<file path="config.mk">
export PLATFORM = sky130hd
export DESIGN_NAME = amc_mode_ctrl
export DESIGN_NICKNAME = d
export VERILOG_FILES = /design/src/amc_pkg.sv /design/src/amc_mode_ctrl.sv
export SDC_FILE = /design/constraint.sdc
export NUM_CORES = 1
export LEC_CHECK = 0
export BUFFER_PORTS_ARGS = -buffer_cell sky130_fd_sc_hd__buf_4
export CORE_MARGIN = 5
export CORE_UTILIZATION = 38
export CTS_BUF_LIST = sky130_fd_sc_hd__clkbuf_8
export CTS_CLUSTER_DIAMETER = 200
export CTS_CLUSTER_SIZE = 30
export DETAILED_ROUTE_END_ITERATION = 8
export PLACE_DENSITY = 0.51
export SYNTH_ARGS = -nofsm -noshare
export SYNTH_HDL_FRONTEND = slang
export SYNTH_SLANG_ARGS = --single-unit
</file>
<file path="constraint.sdc">
create_clock -name sys_clk -period 4.5 [get_ports sys_clk]
set_input_delay 0 -clock sys_clk [delete_from_list [all_inputs] [get_ports sys_clk]]
set_output_delay 0 -clock sys_clk [all_outputs]
set_load 0.03 [all_outputs]
</file>
<file path="src/amc_pkg.sv">
// amc_pkg: register map, field layout, mode codes and timing of the
// operating-mode control block. assumes a 125 MHz system clock.
package amc_pkg;

  ////////////////////////////////////////////////////////////////////////
  // serial framing
  localparam int          BYTE_BITS     = 8;
  localparam logic [3:0]  BIT_LAST      = 4'h7;
  localparam int          COMM_WEN_BIT  = 7;
  localparam int          COMM_RD_BIT   = 6;
  localparam int          COMM_ADDR_MSB = 3;
  localparam logic [3:0]  ADDR_OP_MODE  = 4'h1;

  ////////////////////////////////////////////////////////////////////////
  // operating_mode register layout
  localparam logic [7:0]  OP_MODE_RESET = 8'h00;
  localparam logic [7:0]  OP_MODE_WMASK = 8'h5F;
  localparam int          BIT_BUF_BYPASS  = 6;
  localparam int          BIT_TOPOLOGY    = 4;
  localparam int          BIT_OSC_STOP    = 3;
  localparam int          MODE_FIELD_MSB  = 2;
  localparam int          MODE_CAL_BIT    = 2;

  localparam logic [2:0]  MODE_POWER_DOWN = 3'h0;
  localparam logic [2:0]  MODE_IDLE       = 3'h1;
  localparam logic [2:0]  MODE_SINGLE     = 3'h2;
  localparam logic [2:0]  MODE_CONTINUOUS = 3'h3;

  ////////////////////////////////////////////////////////////////////////
  // oscillator start-up after standby
  localparam longint unsigned CLK_HZ       = 64'd125_000_000;
  localparam longint unsigned STARTUP_MS   = 64'd300;
  localparam longint unsigned STARTUP_CYC  = (STARTUP_MS * CLK_HZ) / 64'd1000;
  localparam int              STARTUP_W    = 26;

  typedef enum logic [1:0] {
    SP_COMM = 2'b01,
    SP_DATA = 2'b10
  } amc_phase_t;

endpackage : amc_pkg
</file>
<file path="src/amc_mode_ctrl.sv">
// amc_mode_ctrl: operating-mode register of a dual sigma-delta converter,
// its serial access path and the mode sequencing it drives.
// assumes serial pins asynchronous to sys_clk and sclk well below sys_clk/4.
//
// Function
// - eight-bit read/write mode register at address 1, zero after reset
// - serial transfers of the register run bit 7 first
// - bits 7 and 5 reserved, held at zero
// - bit 6 set bypasses the main front-end buffer
// - bit 4 set selects three pseudo-differential main inputs, drops shared pair
// - bit 4 clear leaves auxiliary differential or single-ended input choice
// - bit 3 set stops oscillator in standby; 300 ms start-up on exit
// - bit 3 clear keeps oscillator running in standby, no start-up wait
// - bits 2..0 select the operating mode of the enabled converters
// - mode zero turns off excitation sources and PLL
// - idle holds filter and modulator reset, modulator clocks running
// - single conversion returns mode field to idle when done
// - continuous conversion keeps running without leaving the mode
// - every mode-field write resets both converters, even unchanged
// - calibration codes clear ready flags, run, then return to idle
`timescale 1ns/100ps

module amc_mode_ctrl
  import amc_pkg::*;
#(
  parameter int unsigned START_CYC = 32'(STARTUP_CYC)
) (
  // clock and reset
  input  wire logic       sys_clk,
  input  wire logic       rstn,
  // serial pins from the host
  input  wire logic       sclk,
  input  wire logic       cs_n,
  input  wire logic       sdi,
  output logic            sdo,
  output logic            sdo_oe,
  // converter side
  input  wire logic       standby_n,
  input  wire logic       conv_done,
  input  wire logic       cal_done,
  output logic            adc_reset,
  output logic            clear_ready,
  output logic            buffer_bypass,
  output logic            input_topology_select,
  output logic            shared_input_pair_en,
  output logic            pll_enable,
  output logic            excitation_enable,
  output logic            modulator_hold,
  output logic            convert_run,
  output logic            calibrate_run,
  output logic [2:0]      operating_mode_field,
  output logic            osc_enable,
  output logic            osc_ready
);

  // elaboration check: the start-up counter must hold START_CYC
  if (START_CYC < 1 || START_CYC >= (32'd1 << STARTUP_W)) begin : g_bad_start
    $error("START_CYC out of range for the start-up counter");
  end

  typedef struct packed {
    logic       sclk_m, sclk_s, sclk_d;
    logic       sdi_m,  sdi_s;
    logic       csn_m,  csn_s;
    logic       sby_m,  sby_s;
    amc_phase_t phase;
    logic [3:0] bit_cnt;
    logic       rd, hit;
    logic [7:0] shin, shout;
    logic [7:0] mode_reg;
    logic       sdo, sdo_oe;
    logic       adc_reset, clear_ready;
    logic       buf_byp, topo, shared_en, pll_en, exc_en, mod_hold, conv_run, cal_run;
    logic       osc_en, osc_ready;
    logic [STARTUP_W-1:0] start_cnt;
  } amc_state_t;

  amc_state_t r, next_r;
  logic       wr_commit;

  function automatic logic is_cal(input logic [2:0] md);
    return md[MODE_CAL_BIT];
  endfunction : is_cal

  ////////////////////////////////////////////////////////////////////////
  always_comb begin
    logic       rise, fall;
    logic [7:0] byte_in;
    logic [2:0] md;
    rise      = 1'b0;
    fall      = 1'b0;
    byte_in   = 8'h00;
    md        = 3'h0;
    wr_commit = 1'b0;
    next_r    = r;
    next_r.adc_reset   = 1'b0;
    next_r.clear_ready = 1'b0;
    // two-flop synchronisers, edges taken from second and third stage only
    next_r.sclk_m = sclk;
    next_r.sclk_s = r.sclk_m;
    next_r.sclk_d = r.sclk_s;
    next_r.sdi_m  = sdi;
    next_r.sdi_s  = r.sdi_m;
    next_r.csn_m  = cs_n;
    next_r.csn_s  = r.csn_m;
    next_r.sby_m  = standby_n;
    next_r.sby_s  = r.sby_m;
    rise = r.sclk_s & ~r.sclk_d;
    fall = ~r.sclk_s & r.sclk_d;
    byte_in = {r.shin[6:0], r.sdi_s};

    if (r.csn_s) begin
      // deselect realigns framing to a fresh communications byte
      next_r.phase   = SP_COMM;
      next_r.bit_cnt = 4'h0;
    end else if (rise) begin
      next_r.shin    = byte_in;
      next_r.bit_cnt = r.bit_cnt + 4'h1;
      if (r.bit_cnt == BIT_LAST) begin
        next_r.bit_cnt = 4'h0;
        if (r.phase == SP_COMM) begin
          if (!byte_in[COMM_WEN_BIT]) begin
            next_r.phase = SP_DATA;
            next_r.rd    = byte_in[COMM_RD_BIT];
            next_r.hit   = (byte_in[COMM_ADDR_MSB:0] == ADDR_OP_MODE);
            next_r.shout = r.mode_reg;
          end
        end else begin
          next_r.phase = SP_COMM;
          wr_commit    = r.hit & ~r.rd;
        end
      end
    end else if (fall && r.phase == SP_DATA && r.bit_cnt != 4'h0) begin
      next_r.shout = {r.shout[6:0], 1'b0};
    end
    next_r.sdo_oe = ~r.csn_s & (next_r.phase == SP_DATA) & next_r.rd & next_r.hit;
    next_r.sdo    = next_r.shout[BYTE_BITS-1];

    ////////////////////////////////////////////////////////////////////////
    // mode register: host write beats hardware return to idle
    if (wr_commit) begin
      next_r.mode_reg  = byte_in & OP_MODE_WMASK;
      next_r.adc_reset = 1'b1;
      next_r.clear_ready = is_cal(byte_in[MODE_FIELD_MSB:0])
                           | (byte_in[MODE_FIELD_MSB:0] == MODE_SINGLE)
                           | (byte_in[MODE_FIELD_MSB:0] == MODE_CONTINUOUS);
    end else if ((r.mode_reg[MODE_FIELD_MSB:0] == MODE_SINGLE && conv_done)
              || (is_cal(r.mode_reg[MODE_FIELD_MSB:0]) && cal_done)) begin
      next_r.mode_reg[MODE_FIELD_MSB:0] = MODE_IDLE;
    end

    md = next_r.mode_reg[MODE_FIELD_MSB:0];
    next_r.buf_byp   = next_r.mode_reg[BIT_BUF_BYPASS];
    next_r.topo      = next_r.mode_reg[BIT_TOPOLOGY];
    next_r.shared_en = ~next_r.mode_reg[BIT_TOPOLOGY];
    next_r.pll_en    = (md != MODE_POWER_DOWN);
    next_r.exc_en    = (md != MODE_POWER_DOWN);
    next_r.mod_hold  = (md == MODE_IDLE) | (md == MODE_POWER_DOWN) | ~next_r.osc_ready;
    next_r.conv_run  = ((md == MODE_SINGLE) | (md == MODE_CONTINUOUS)) & next_r.osc_ready;
    next_r.cal_run   = is_cal(md) & next_r.osc_ready;

    ////////////////////////////////////////////////////////////////////////
    // oscillator stop in standby and start-up wait on the way out
    next_r.osc_en = ~(~r.sby_s & next_r.mode_reg[BIT_OSC_STOP]);
    if (!next_r.osc_en) begin
      next_r.osc_ready = 1'b0;
      next_r.start_cnt = STARTUP_W'(START_CYC);
    end else if (!r.osc_ready) begin
      if (r.start_cnt == '0)
        next_r.osc_ready = 1'b1;
      else
        next_r.start_cnt = r.start_cnt - 1'b1;
    end
  end

  ////////////////////////////////////////////////////////////////////////
  always_ff @(posedge sys_clk) begin
    if (!rstn) begin
      r           <= '0;
      // sclk idles high: a low reset value would fake a rising edge
      r.sclk_m    <= 1'b1;
      r.sclk_s    <= 1'b1;
      r.sclk_d    <= 1'b1;
      r.csn_m     <= 1'b1;
      r.csn_s     <= 1'b1;
      r.sby_m     <= 1'b1;
      r.sby_s     <= 1'b1;
      r.phase     <= SP_COMM;
      r.mode_reg  <= OP_MODE_RESET;
      r.mod_hold  <= 1'b1;
      r.shared_en <= 1'b1;
      r.osc_en    <= 1'b1;
      r.osc_ready <= 1'b1;
    end else begin
      r <= next_r;
    end
  end

  assign sdo                   = r.sdo;
  assign sdo_oe                = r.sdo_oe;
  assign adc_reset             = r.adc_reset;
  assign clear_ready           = r.clear_ready;
  assign buffer_bypass         = r.buf_byp;
  assign input_topology_select = r.topo;
  assign shared_input_pair_en  = r.shared_en;
  assign pll_enable            = r.pll_en;
  assign excitation_enable     = r.exc_en;
  assign modulator_hold        = r.mod_hold;
  assign convert_run           = r.conv_run;
  assign calibrate_run         = r.cal_run;
  assign operating_mode_field  = r.mode_reg[MODE_FIELD_MSB:0];
  assign osc_enable            = r.osc_en;
  assign osc_ready             = r.osc_ready;
endmodule : amc_mode_ctrl

</file>
# After elaboration in Yosys (flattened, before gate mapping)

Cells that the tools add are included.

Bits in registers: 77
Input port bits: 8
Output and inout port bits: 17
Logic and storage cells: 115

Add/subtract/negate cells: 2
Eq/ne operators: 16
Mux-type cells: 25
Bitwise operators: 24
Reduce and logical (&&, ||, !) cells: 17

Operators with widths:

| kind                  | number |
|---|---|
| $mux 27               | 2 |
| $mux 8                | 6 |
| $logic_not 26->1      | 1 |
| $mux 26               | 1 |
| $sub 26x1->26 const B | 1 |
| $mux 18               | 1 |
| $mux 16               | 1 |
| $eq 3x2->1 const B    | 5 |
| $mux 2                | 5 |
| $not 1->1             | 10 |
| $and 1x1->1           | 9 |
| $reduce_and 2->1      | 4 |
| $mux 3                | 2 |
| $mux 6                | 1 |
| $ne 2x1->1 const B    | 3 |
| $mux 1                | 5 |
| $or 1x1->1            | 5 |
| $reduce_and 5->1      | 1 |
| $add 4x1->4 const B   | 1 |
| $eq 2x2->1 const B    | 2 |
| $eq 4x1->1 const B    | 1 |
| $eq 4x3->1 const B    | 1 |
| $logic_and 1x1->1     | 4 |
| $mux 4                | 1 |
| 9 further kinds       | 11 |

# Logic depth before layout (Yosys ltp)

Gate-level depths: netlist (run 1).

Depth after elaboration: 10
Depth in mapped cells: 9
Gate-level depth less buffers: 7

# Worst setup path before layout (run 1)

No wires, ideal clock.

Path type: register to register
Start: register r[14] (netlist bit)
End: register r[5] (netlist bit)
Setup time: 0.122 ns
Arrival time: 2.152 ns
Data required time: 4.378 ns
Path slack: 2.226 ns
Cell stages (with the launch flop): 6
Path buffers: 1
Clock period less this slack: 2.274 ns
Cell sequence: dfxtp_1 > or4_4 > or3_1 > buf_6 > or4_4 > a311o_1

Word-level cells in the longest chain between the ends: 3

RTL lines:

| element                    | RTL line             | source |
|---|---|---|
| start: declaration         | amc_mode_ctrl.sv:78  | `amc_state_t r, next_r;` |
| start signal: assignment   | amc_mode_ctrl.sv:195 | `r <= next_r;` |
| $logic_not 26->1           | amc_mode_ctrl.sv:169 | `if (r.start_cnt == '0)` |
| $ne 2x2->1 (no line)       | -                    |  |
| $reduce_and 2->1 (no line) | -                    |  |

Every way passes these cells.
A chain may end at the register's enable or synchronous reset.

# Worst setup path after layout (run 1)

Start: register r[14] (netlist bit)
End: register r[10] (netlist bit)

The elaborated chain is that of the path after synthesis.

==> metrics.txt, run 1 <==
global-route wire length before repair 11600 um; Initial DRC Count 70; worst-margin pin slew 946 ps; Clock Tree Root clkbuf_8; Starting Density 39.2%; RD Place Congestion 0.782; CTS max path bufs 2; # fillers 832; Mapped Area 3260 um^2; final max-slew violation count 0; Top FF cell, synth dfxtp_1; htree depth 3; Worst VDD drop 0.154 mV; Synth area leader dfxtp_1; Core ar. 8300 um^2; Yosys reg bits 74; WL final 6990 um; asr flop ratio synth 0%; drc violations 0; CTS tree built; largest net degree at the start of global routing 36; detail-routed net length per standard cell roughly 14 um; R2R Path Start r[14]; setup TNS 0 ps; reg2reg path depth 5; Post-synth EDFFs 0; Hold Buf Count CTS 8; worst setup path class flip-flop to flip-flop; Area contributors post-synth dfxtp_1, a21oi_1, mux2i_1; Required @ worst endpoint 4790 ps; via count 2629; post-synth top area share 45.5%; synth unique cells 55; share of cells above drive strength 1 between 10% and 20%; outcome finished, final reports clean; maxcap violations 0; Synth Net Count ~380; total clock sinks 74; Post CTS Setup Buffer Count 0; port buffer count 24; multi-input logic area 1610 um^2; Worst-path clk slew 80 ps; commonest non-fill, non-tap cell in the layout dfxtp_1; skew final ~10 ps; slew margin rel. between 30 and 40%; post-detailed-route count of antenna-violating nets 0; hold path cells 4; most frequent cells in the layout dfxtp_1, a21oi_1, nand2_1, nor2_1, buf_4; die area 10500 um^2; worst skew pair latency between 300 and 400 ps; minimum clock period 2660 ps; final-report setup violation count 0; R2R Path End r[10]; fmax 375 MHz; vias in the first global route 2398; post-synthesis sequential area ratio 45.5%; CP Capture Type flip-flop; GRT overflow 0; Final Hold Slack 110 ps; Final Cycle Share between 50% and 60%; dpl ws 1780 ps; Area Growth Syn to Fin 15.1%; post-DP HPWL 4750 um; CTS Buf Count 9; CP max FO 22; post-CTS sizing 0; initial antenna violation count 0; sequential cell area 1480 um^2; number of core rows 33; worst setup margin 1840 ps; IO Count 25; end point of the critical path r[10]; RSZ-0062 raised after global routing false; worst setup path start r[14]; Die X ~100 um; CP Launch Type flip-flop; reg-to-reg slack, setup 1840 ps; Yosys warning count 0; Vias/cell ~5.3; Power Dens Cells about 330 nW/um^2; n_diodes 0; Final Hold Viols 0; syn_area_per_cell 8.87 um^2; Leak Pwr 1.45 nW; drt first pass iters 4; fin util 45.2%; Die Height 103 um; Post-Synthesis Cells 367; GRT Overall Usage 14.0%; Hold Path Class input port to flip-flop; CP arrival 2950 ps; final net count 401
how the worst min path moves through the flow:
stage,start,end,slack (ps)
floorplan,standby_n,next_r[72],100
global placement,cs_n,next_r[74],190
detailed placement,sclk,next_r[79],190
CTS,cal_done,operating_mode_field[0],90
global route,cal_done,operating_mode_field[0],150
finish,cal_done,operating_mode_field[0],110
metal layers:
metal / track usage (%) / vias up / part of all wire [%]
li1: - / 1357 / -
met4: 4.54 / 0 / 0.53
met3: 4.33 / 2 / 3.3
met5: 0 / - / 0
met1: 17.5 / 1230 / 46
met2: 23.1 / 40 / 50
synth_stat cells, drive strengths merged, types with 2 or more instances:
cell	count
ha	4
o311ai	2
o211ai	4
or3	13
nor2	29
xnor2	6
nor4b	3
clkbuf	13
nor3b	2
o21ai	22
mux2i	13
nand3b	5
dfxtp	74
nor4	10
inv	9
and2	4
or2	5
o31ai	5
a21oi	34
o21a	2
nand2b	10
nand3	10
nor2b	6
nand2	29
buf	10
nand4	4
nor3	9
or4	12
sequential cells by signal, indices dropped and copies added (netlist names):
register              count
r                        56
next_r                    5
operating_mode_field      3
adc_reset                 1
calibrate_run             1
clear_ready               1
convert_run               1
excitation_enable         1
modulator_hold            1
osc_enable                1
osc_ready                 1
sdo_oe                    1
shared_input_pair_en      1
critical path, stage by stage, from the launching register on:
cell and delay (ps):
dfxtp_1 360, or4_4 570, or3_1 450, nor4_4 880
o311ai_0 240, nand3_1 120
cell families (layout without fill, tap and decap cells):
group,Yosys count,in the layout,synth area share [%]
buffers and inverters,33,60,5.07
XOR/XNOR,7,7,1.88
multiplexers,14,14,4.34
adder cells (fa/ha/maj),4,4,1.54
AND/OR/NAND/NOR,157,157,27.5
flip-flops,74,74,45.5
AO/OA/AOI/OAI,78,78,14.1
final cells by class:
type	count	area share, %
Multi-Input combinational cell	260	42.9
Sequential cell	74	39.5
Timing Repair Buffer	34	7.34
Clock buffer	11	4.04
Tap cell	105	3.50
Clock inverter	5	1.67
Inverter	10	1.00
stage by stage:
step	cells	instance area, um^2	power, W
6_report	499	3750	0.00123
5_1_grt	499	3750	0.00128
4_1_cts	499	3750	0.00125
3_5_place_dp	475	3450	0.000702
3_3_place_gp	475	3450	0.000702
2_1_floorplan	367	3260	0.000690
power by group:
| part | switching, W | total [W] | leakage, nW | internal (W) |
|---|---|---|---|---|
| logic | 0.0000168 | 0.0000301 | 0.754 | 0.0000134 |
| registers | 0.00000292 | 0.000661 | 0.598 | 0.000658 |
| clock network | 0.000250 | 0.000538 | 0.102 | 0.000288 |
(Power assumes the default switching activity.)
==> run 2: changes to the inputs <==
--- a/config.mk
+++ b/config.mk
@@ -5,6 +5,7 @@
 export SDC_FILE = /design/constraint.sdc
 export NUM_CORES = 1
 export LEC_CHECK = 0
+export ABC_AREA = 1
 export BUFFER_PORTS_ARGS = -buffer_cell sky130_fd_sc_hd__buf_4
 export CORE_MARGIN = 5
 export CORE_UTILIZATION = 38
@@ -12,7 +13,7 @@
 export CTS_CLUSTER_DIAMETER = 200
 export CTS_CLUSTER_SIZE = 30
 export DETAILED_ROUTE_END_ITERATION = 8
-export PLACE_DENSITY = 0.51
+export PLACE_DENSITY = 0.52
 export SYNTH_ARGS = -nofsm -noshare
 export SYNTH_HDL_FRONTEND = slang
 export SYNTH_SLANG_ARGS = --single-unit
==> constraint.sdc (replaced) <==
create_clock -name sys_clk -period 2.2 [get_ports sys_clk]
set_input_delay 0 -clock sys_clk [delete_from_list [all_inputs] [get_ports sys_clk]]
set_output_delay 0 -clock sys_clk [all_outputs]
set_load 0.03 [all_outputs]
==> run 2 against run 1 <==
Against the previous run: sequential power grew to 2.7 times the previous value; clock power grew 73%; final cell count increased by 35%; synthesized area is 10% higher; combinational power grew to 110 times the previous value; first-iteration DRC count increased by 56%; design area grew 8.5%; worst hold slack worse by 65 ps.
==> metrics.txt, run 2 <==
post-DP HPWL 5950 um; total clock sinks 74; Hold Path Class input port to flip-flop; slew margin rel. 60.4%; via count 3151; Post CTS Setup Buffer Count 0; worst setup path class flip-flop to flip-flop; Die Height 107 um; number of core rows 35; Clock Tree Root clkbuf_8; dpl ws slightly above 100 ps; CP Cell Sequence ha_1, nand3_2, nor2_8, nand2_4, nand2_2, nand3b_4, nand2_4, o21ai_0; port buffer count 24; Synth Net Count 526; top-count cell post-synth nand2_1; Max stage delay cell, worst path dfxtp_1; Leak Pwr 1.94 nW; CP Launch Type flip-flop; Power Dens Cells 1490 nW/um^2; CTS tree built; Starting Density 38.9%; Area Growth Syn to Fin 13.2%; RSZ-0062 raised after global routing false; detail-routed net length per standard cell 12.4 um; Largest register FFs 56; CTS max path bufs 2; Vias/cell ~4.7; vias in the first global route 3128; worst-margin pin slew 593 ps; post-synth top area share 41.2%; setup TNS 0 ps; most frequent cells in the layout nand2_1, dfxtp_1, inv_1; Worst-path clk slew 80 ps; Yosys warning count 0; post-synthesis sequential area ratio 41.2%; Post-Synthesis Cells approximately 510; final-report setup violation count 0; CTS Buf Count 9; Core ar. 9240 um^2; CP max FO 18; maxcap violations 0; Final Hold Viols 0; Most Frequent Cell on Critical Path nand2_4; n_diodes 0; minimum clock period 1850 ps; Required @ worst endpoint 2400 ps; Area after DPL 3850 um^2; synth unique cells 36; Post-Layout Cell Count about 670; drc violations 0; Max stage delay on crit path between 300 and 400 ps; asr flop ratio synth 0%; Mapped Area 3590 um^2; final net count 550; WL final 8310 um; global-route wire length before repair 14600 um; # fillers 999; post-route design area 4070 um^2; CP Capture Type flip-flop; largest net degree at the start of global routing 34; IO Count 25; final max-slew violation count 0; Worst VDD drop 0.641 mV; top cells by count, synth nand2_1, dfxtp_1, inv_1, nor2_1, nand3_1; htree depth 3; CP arrival 2050 ps; fmax 542 MHz; GRT Overall Usage 15.8%; placed cell count around 650; share of cells above drive strength 1 approximately 14%; worst setup margin approximately 350 ps; Area contributors post-synth dfxtp_1, nand2_1, inv_1; worst skew pair latency 350 ps; die area 11500 um^2; drt first pass iters 4; initial antenna violation count 0; GRT overflow 0; outcome finished, final reports clean; post-detailed-route count of antenna-violating nets 0; syn_area_per_cell 6.99 um^2; commonest non-fill, non-tap cell in the layout nand2_1; skew final about 12 ps; Most flops, register r; Synth area leader dfxtp_1; RD Place Congestion 0.867; Yosys reg bits 74; Initial DRC Count roughly 110; Top FF cell, synth dfxtp_1; Final Cycle Share 83.9%; Post-synth EDFFs 0; Die X roughly 110 um
run 2: changes by cell type in the layout (fill, tap and decap cells not counted), sizes merged, moves of 8 or more:
cell	change
nor2	+41
nand3	+39
nand2b	-10
nor4	-8
or3	-13
nand2	+94
or4	-12
mux2i	-13
inv	+65
run 2: report_power, final:
group / switching [W] / internal, W / total (W)
Sequential: 0.000223 / 0.00156 / 0.00178
Clock: 0.000526 / 0.000407 / 0.000933
Combinational: 0.00218 / 0.00117 / 0.00336
run 2: logic make-up after synthesis:
kind of cell,after synthesis,synth area share (%)
AO/OA/AOI/OAI,69,10.1
flip-flops,74,41.2
adder cells (fa/ha/maj),4,1.39
AND/OR/NAND/NOR,265,34.0
XOR/XNOR,10,2.44
buffers and inverters,92,10.9
run 2: final timing paths:
path	start	end	slack (ps)	cells after the start
max	r[67]	osc_ready	350	8
min	rstn	r[43]	50	3
max reg2reg	r[67]	osc_ready	350	8
min reg2reg	next_r[74]	r[74]	420	1
run 2: layout make-up:
type,instances,area [um^2],share of cell area (%)
multi-input combinational,348,1730,42.4
sequential,74,1480,36.4
clock inverter,7,46.3,1.14
tap,129,161,3.97
inverter,72,270,6.65
timing repair buffer,33,258,6.34
clock buffer,9,124,3.05
run 2: repair_timing:
action / 4_1_cts / 5_1_grt
gates resized for setup: 0 / 1
setup endpoints to repair: 0 / 23
endpoints found under the hold margin: 4 / 0
hold buffers: 4 / 0
run 2: layer usage:
metal  track usage (%)  part of all wire, %
met3              3.79                  3.0
met4              5.39                  1.7
met2              27.9                   50
met5                 0                    0
met1              18.6                   46
run 2: critical path: cells and delay by family (launching register included):
kind                     cells  cell delay (ps)
AO/OA/AOI/OAI                1              110
adder cells (fa/ha/maj)      1              210
flip-flops                   1              360
AND/OR/NAND/NOR              6             1010
run 2: through the flow:
stage               utilization, %  hold WS [ps]  power (W)
finish                        44.0          45.8    0.00607
floorplan                        -          97.6    0.00441
global placement              41.7           188    0.00511
global route                  44.0          62.1    0.00672
CTS                           44.0          41.9    0.00611
detailed placement            41.7           191    0.00514
==> run 3: changes to the inputs <==
--- a/config.mk
+++ b/config.mk
@@ -5,7 +5,7 @@
 export SDC_FILE = /design/constraint.sdc
 export NUM_CORES = 1
 export LEC_CHECK = 0
-export ABC_AREA = 1
+export ABC_AREA = 0
 export BUFFER_PORTS_ARGS = -buffer_cell sky130_fd_sc_hd__buf_4
 export CORE_MARGIN = 5
 export CORE_UTILIZATION = 38
@@ -13,7 +13,7 @@
 export CTS_CLUSTER_DIAMETER = 200
 export CTS_CLUSTER_SIZE = 30
 export DETAILED_ROUTE_END_ITERATION = 8
-export PLACE_DENSITY = 0.52
+export PLACE_DENSITY = 0.51
 export SYNTH_ARGS = -nofsm -noshare
 export SYNTH_HDL_FRONTEND = slang
 export SYNTH_SLANG_ARGS = --single-unit
==> constraint.sdc (replaced) <==
create_clock -name sys_clk -period 1.7 [get_ports sys_clk]
set_input_delay 0 -clock sys_clk [delete_from_list [all_inputs] [get_ports sys_clk]]
set_output_delay 0 -clock sys_clk [all_outputs]
set_load 0.03 [all_outputs]
==> run 3 against run 2 <==
Against the previous run: the flow now finishes with violations (negative setup slack); sequential share of layout area shrank 6.1 points; highest routed layer unchanged; largest power group is now sequential cells; final cell count shrank 14%; power fell by 43%; worst setup slack worse by 770 ps; largest cell class unchanged; critical path type unchanged.
==> metrics.txt, run 3 (synthesis results as in run 1) <==
Final Hold Viols 0; Leak Pwr 1.99 nW; outcome finished, violations left; Hold Path Class input port to flip-flop; post-DP HPWL 5660 um; CTS Buf Count 9; IO Count 25; drc violations 0; CTS max path bufs 2; die area 10500 um^2; Worst VDD drop 0.387 mV; R2R Path Start r[17]; R2R Path End r[5]; worst setup path start r[17]; Power Dens Cells roughly 700 nW/um^2; Most flops, register r; CTS tree built; Final Hold Slack 102 ps; Area Growth Syn to Fin 51.1%; via count 3043; CP arrival 2360 ps; final net count 483; Final Cycle Share 125%; worst skew pair latency 350 ps; reg2reg path depth 4; worst-margin pin slew ~440 ps; WL final 8770 um; Tot Pwr 0.00344 W; CP Capture Type flip-flop; GRT overflow 0; RD Place Congestion 0.814; Initial DRC Count 60; Core ar. about 8300 um^2; slew margin rel. a little over two thirds; share of cells above drive strength 1 43.3%; Die X 103 um; Die Height ~100 um; violated checks negative setup slack; worst setup path class flip-flop to flip-flop; RSZ-0062 raised after global routing true; GRT Overall Usage 17.4%; Worst-path clk slew 80 ps; detail-routed net length per standard cell 15.1 um; largest net degree at the start of global routing 33; drt first pass iters 4; CP Launch Type flip-flop; skew final 7.04 ps; reg-to-reg slack, setup -420 ps; fmax 472 MHz; Clock Tree Root clkbuf_8; final max-slew violation count 0; setup TNS -7650 ps; total clock sinks 74; end point of the critical path r[5]; minimum clock period between 2000 and 2500 ps; vias in the first global route 3003; Vias/cell 5.24; initial antenna violation count 0; Starting Density approximately two fifths; global-route wire length before repair roughly 14000 um; number of core rows 33; Required @ worst endpoint 1940 ps; final-report setup violation count 27; CP max FO 5; maxcap violations 0; hold path cells 4; Largest register FFs 56; Area after DPL 4130 um^2; port buffer count 24; n_diodes 0; post-route design area 4920 um^2; htree depth 3; most frequent cells in the layout buf_4, dfxtp_1, nand2_1; worst setup margin -417 ps; commonest non-fill, non-tap cell in the layout buf_4; post-detailed-route count of antenna-violating nets 0
## run 3: cell types whose count changed in the layout (fill, tap and decap cells not counted), moves of 10 or more
cell      delta
nand2_1     -88
nand3_1     -37
buf_6       +19
nor2_1      -38
inv_1       -63
buf_4       +60
o21ai_0     -11
nand2b_1    +10
## run 3: cell type report
class                           count  area (um^2)
Multi-Input combinational cell    260         2040
Inverter                           10         37.5
Sequential cell                    74         1490
Fill cell                         736         3380
Timing Repair Buffer              116          987
Tap cell                          105          131
Clock inverter                      6         95.1
Clock buffer                       10          138
## run 3: report_power, final
group           total, W  switching (W)  internal (W)
registers        0.00175     0.00000578       0.00174
clock network    0.00160       0.000714      0.000885
logic          0.0000987      0.0000570     0.0000418
total            0.00344       0.000776       0.00267
## run 3: worst min-delay path by stage
stage / start / slack (ps) / to
finish: cal_done / 100 / operating_mode_field[2]
global route: cal_done / 110 / operating_mode_field[2]
CTS: cal_done / 70 / operating_mode_field[0]
detailed placement: standby_n / 190 / next_r[72]
global placement: standby_n / 180 / next_r[72]
floorplan: standby_n / 100 / next_r[72]
## run 3: metal layers
metal | up-vias | global-route usage, % | wire length [um]
met3 | 7 | 4.47 | 265
met2 | 50 | 31.5 | 4680
met1 | 1463 | 20.1 | 3720
met4 | 0 | 5.45 | 104
met5 | - | 0 | 0
li1 | 1523 | - | -
## run 3: per-stage QoR
step	worst slack [ps]	utilization, %	instances
after floorplan	-471	-	367
after global placement	-451	49.7	546
after global routing	-469	59.3	581
final	-417	59.3	581
after CTS	-423	56.9	577
after detailed placement	-482	49.7	546
## run 3: worst max-delay path: stages, from the launching register on
cell	delay (ps)
dfxtp_2	320
or4_4	530
or3_4	410
or4_4	470
a311o_1	280
## run 3: repair_timing
item	CTS	global route
hold buffers	5	0
endpoints found under the hold margin	5	0
setup endpoints to repair	33	34
gates resized for setup	52	35
setup buffers	11	4
gates cloned	2	0
pin swaps	30	22
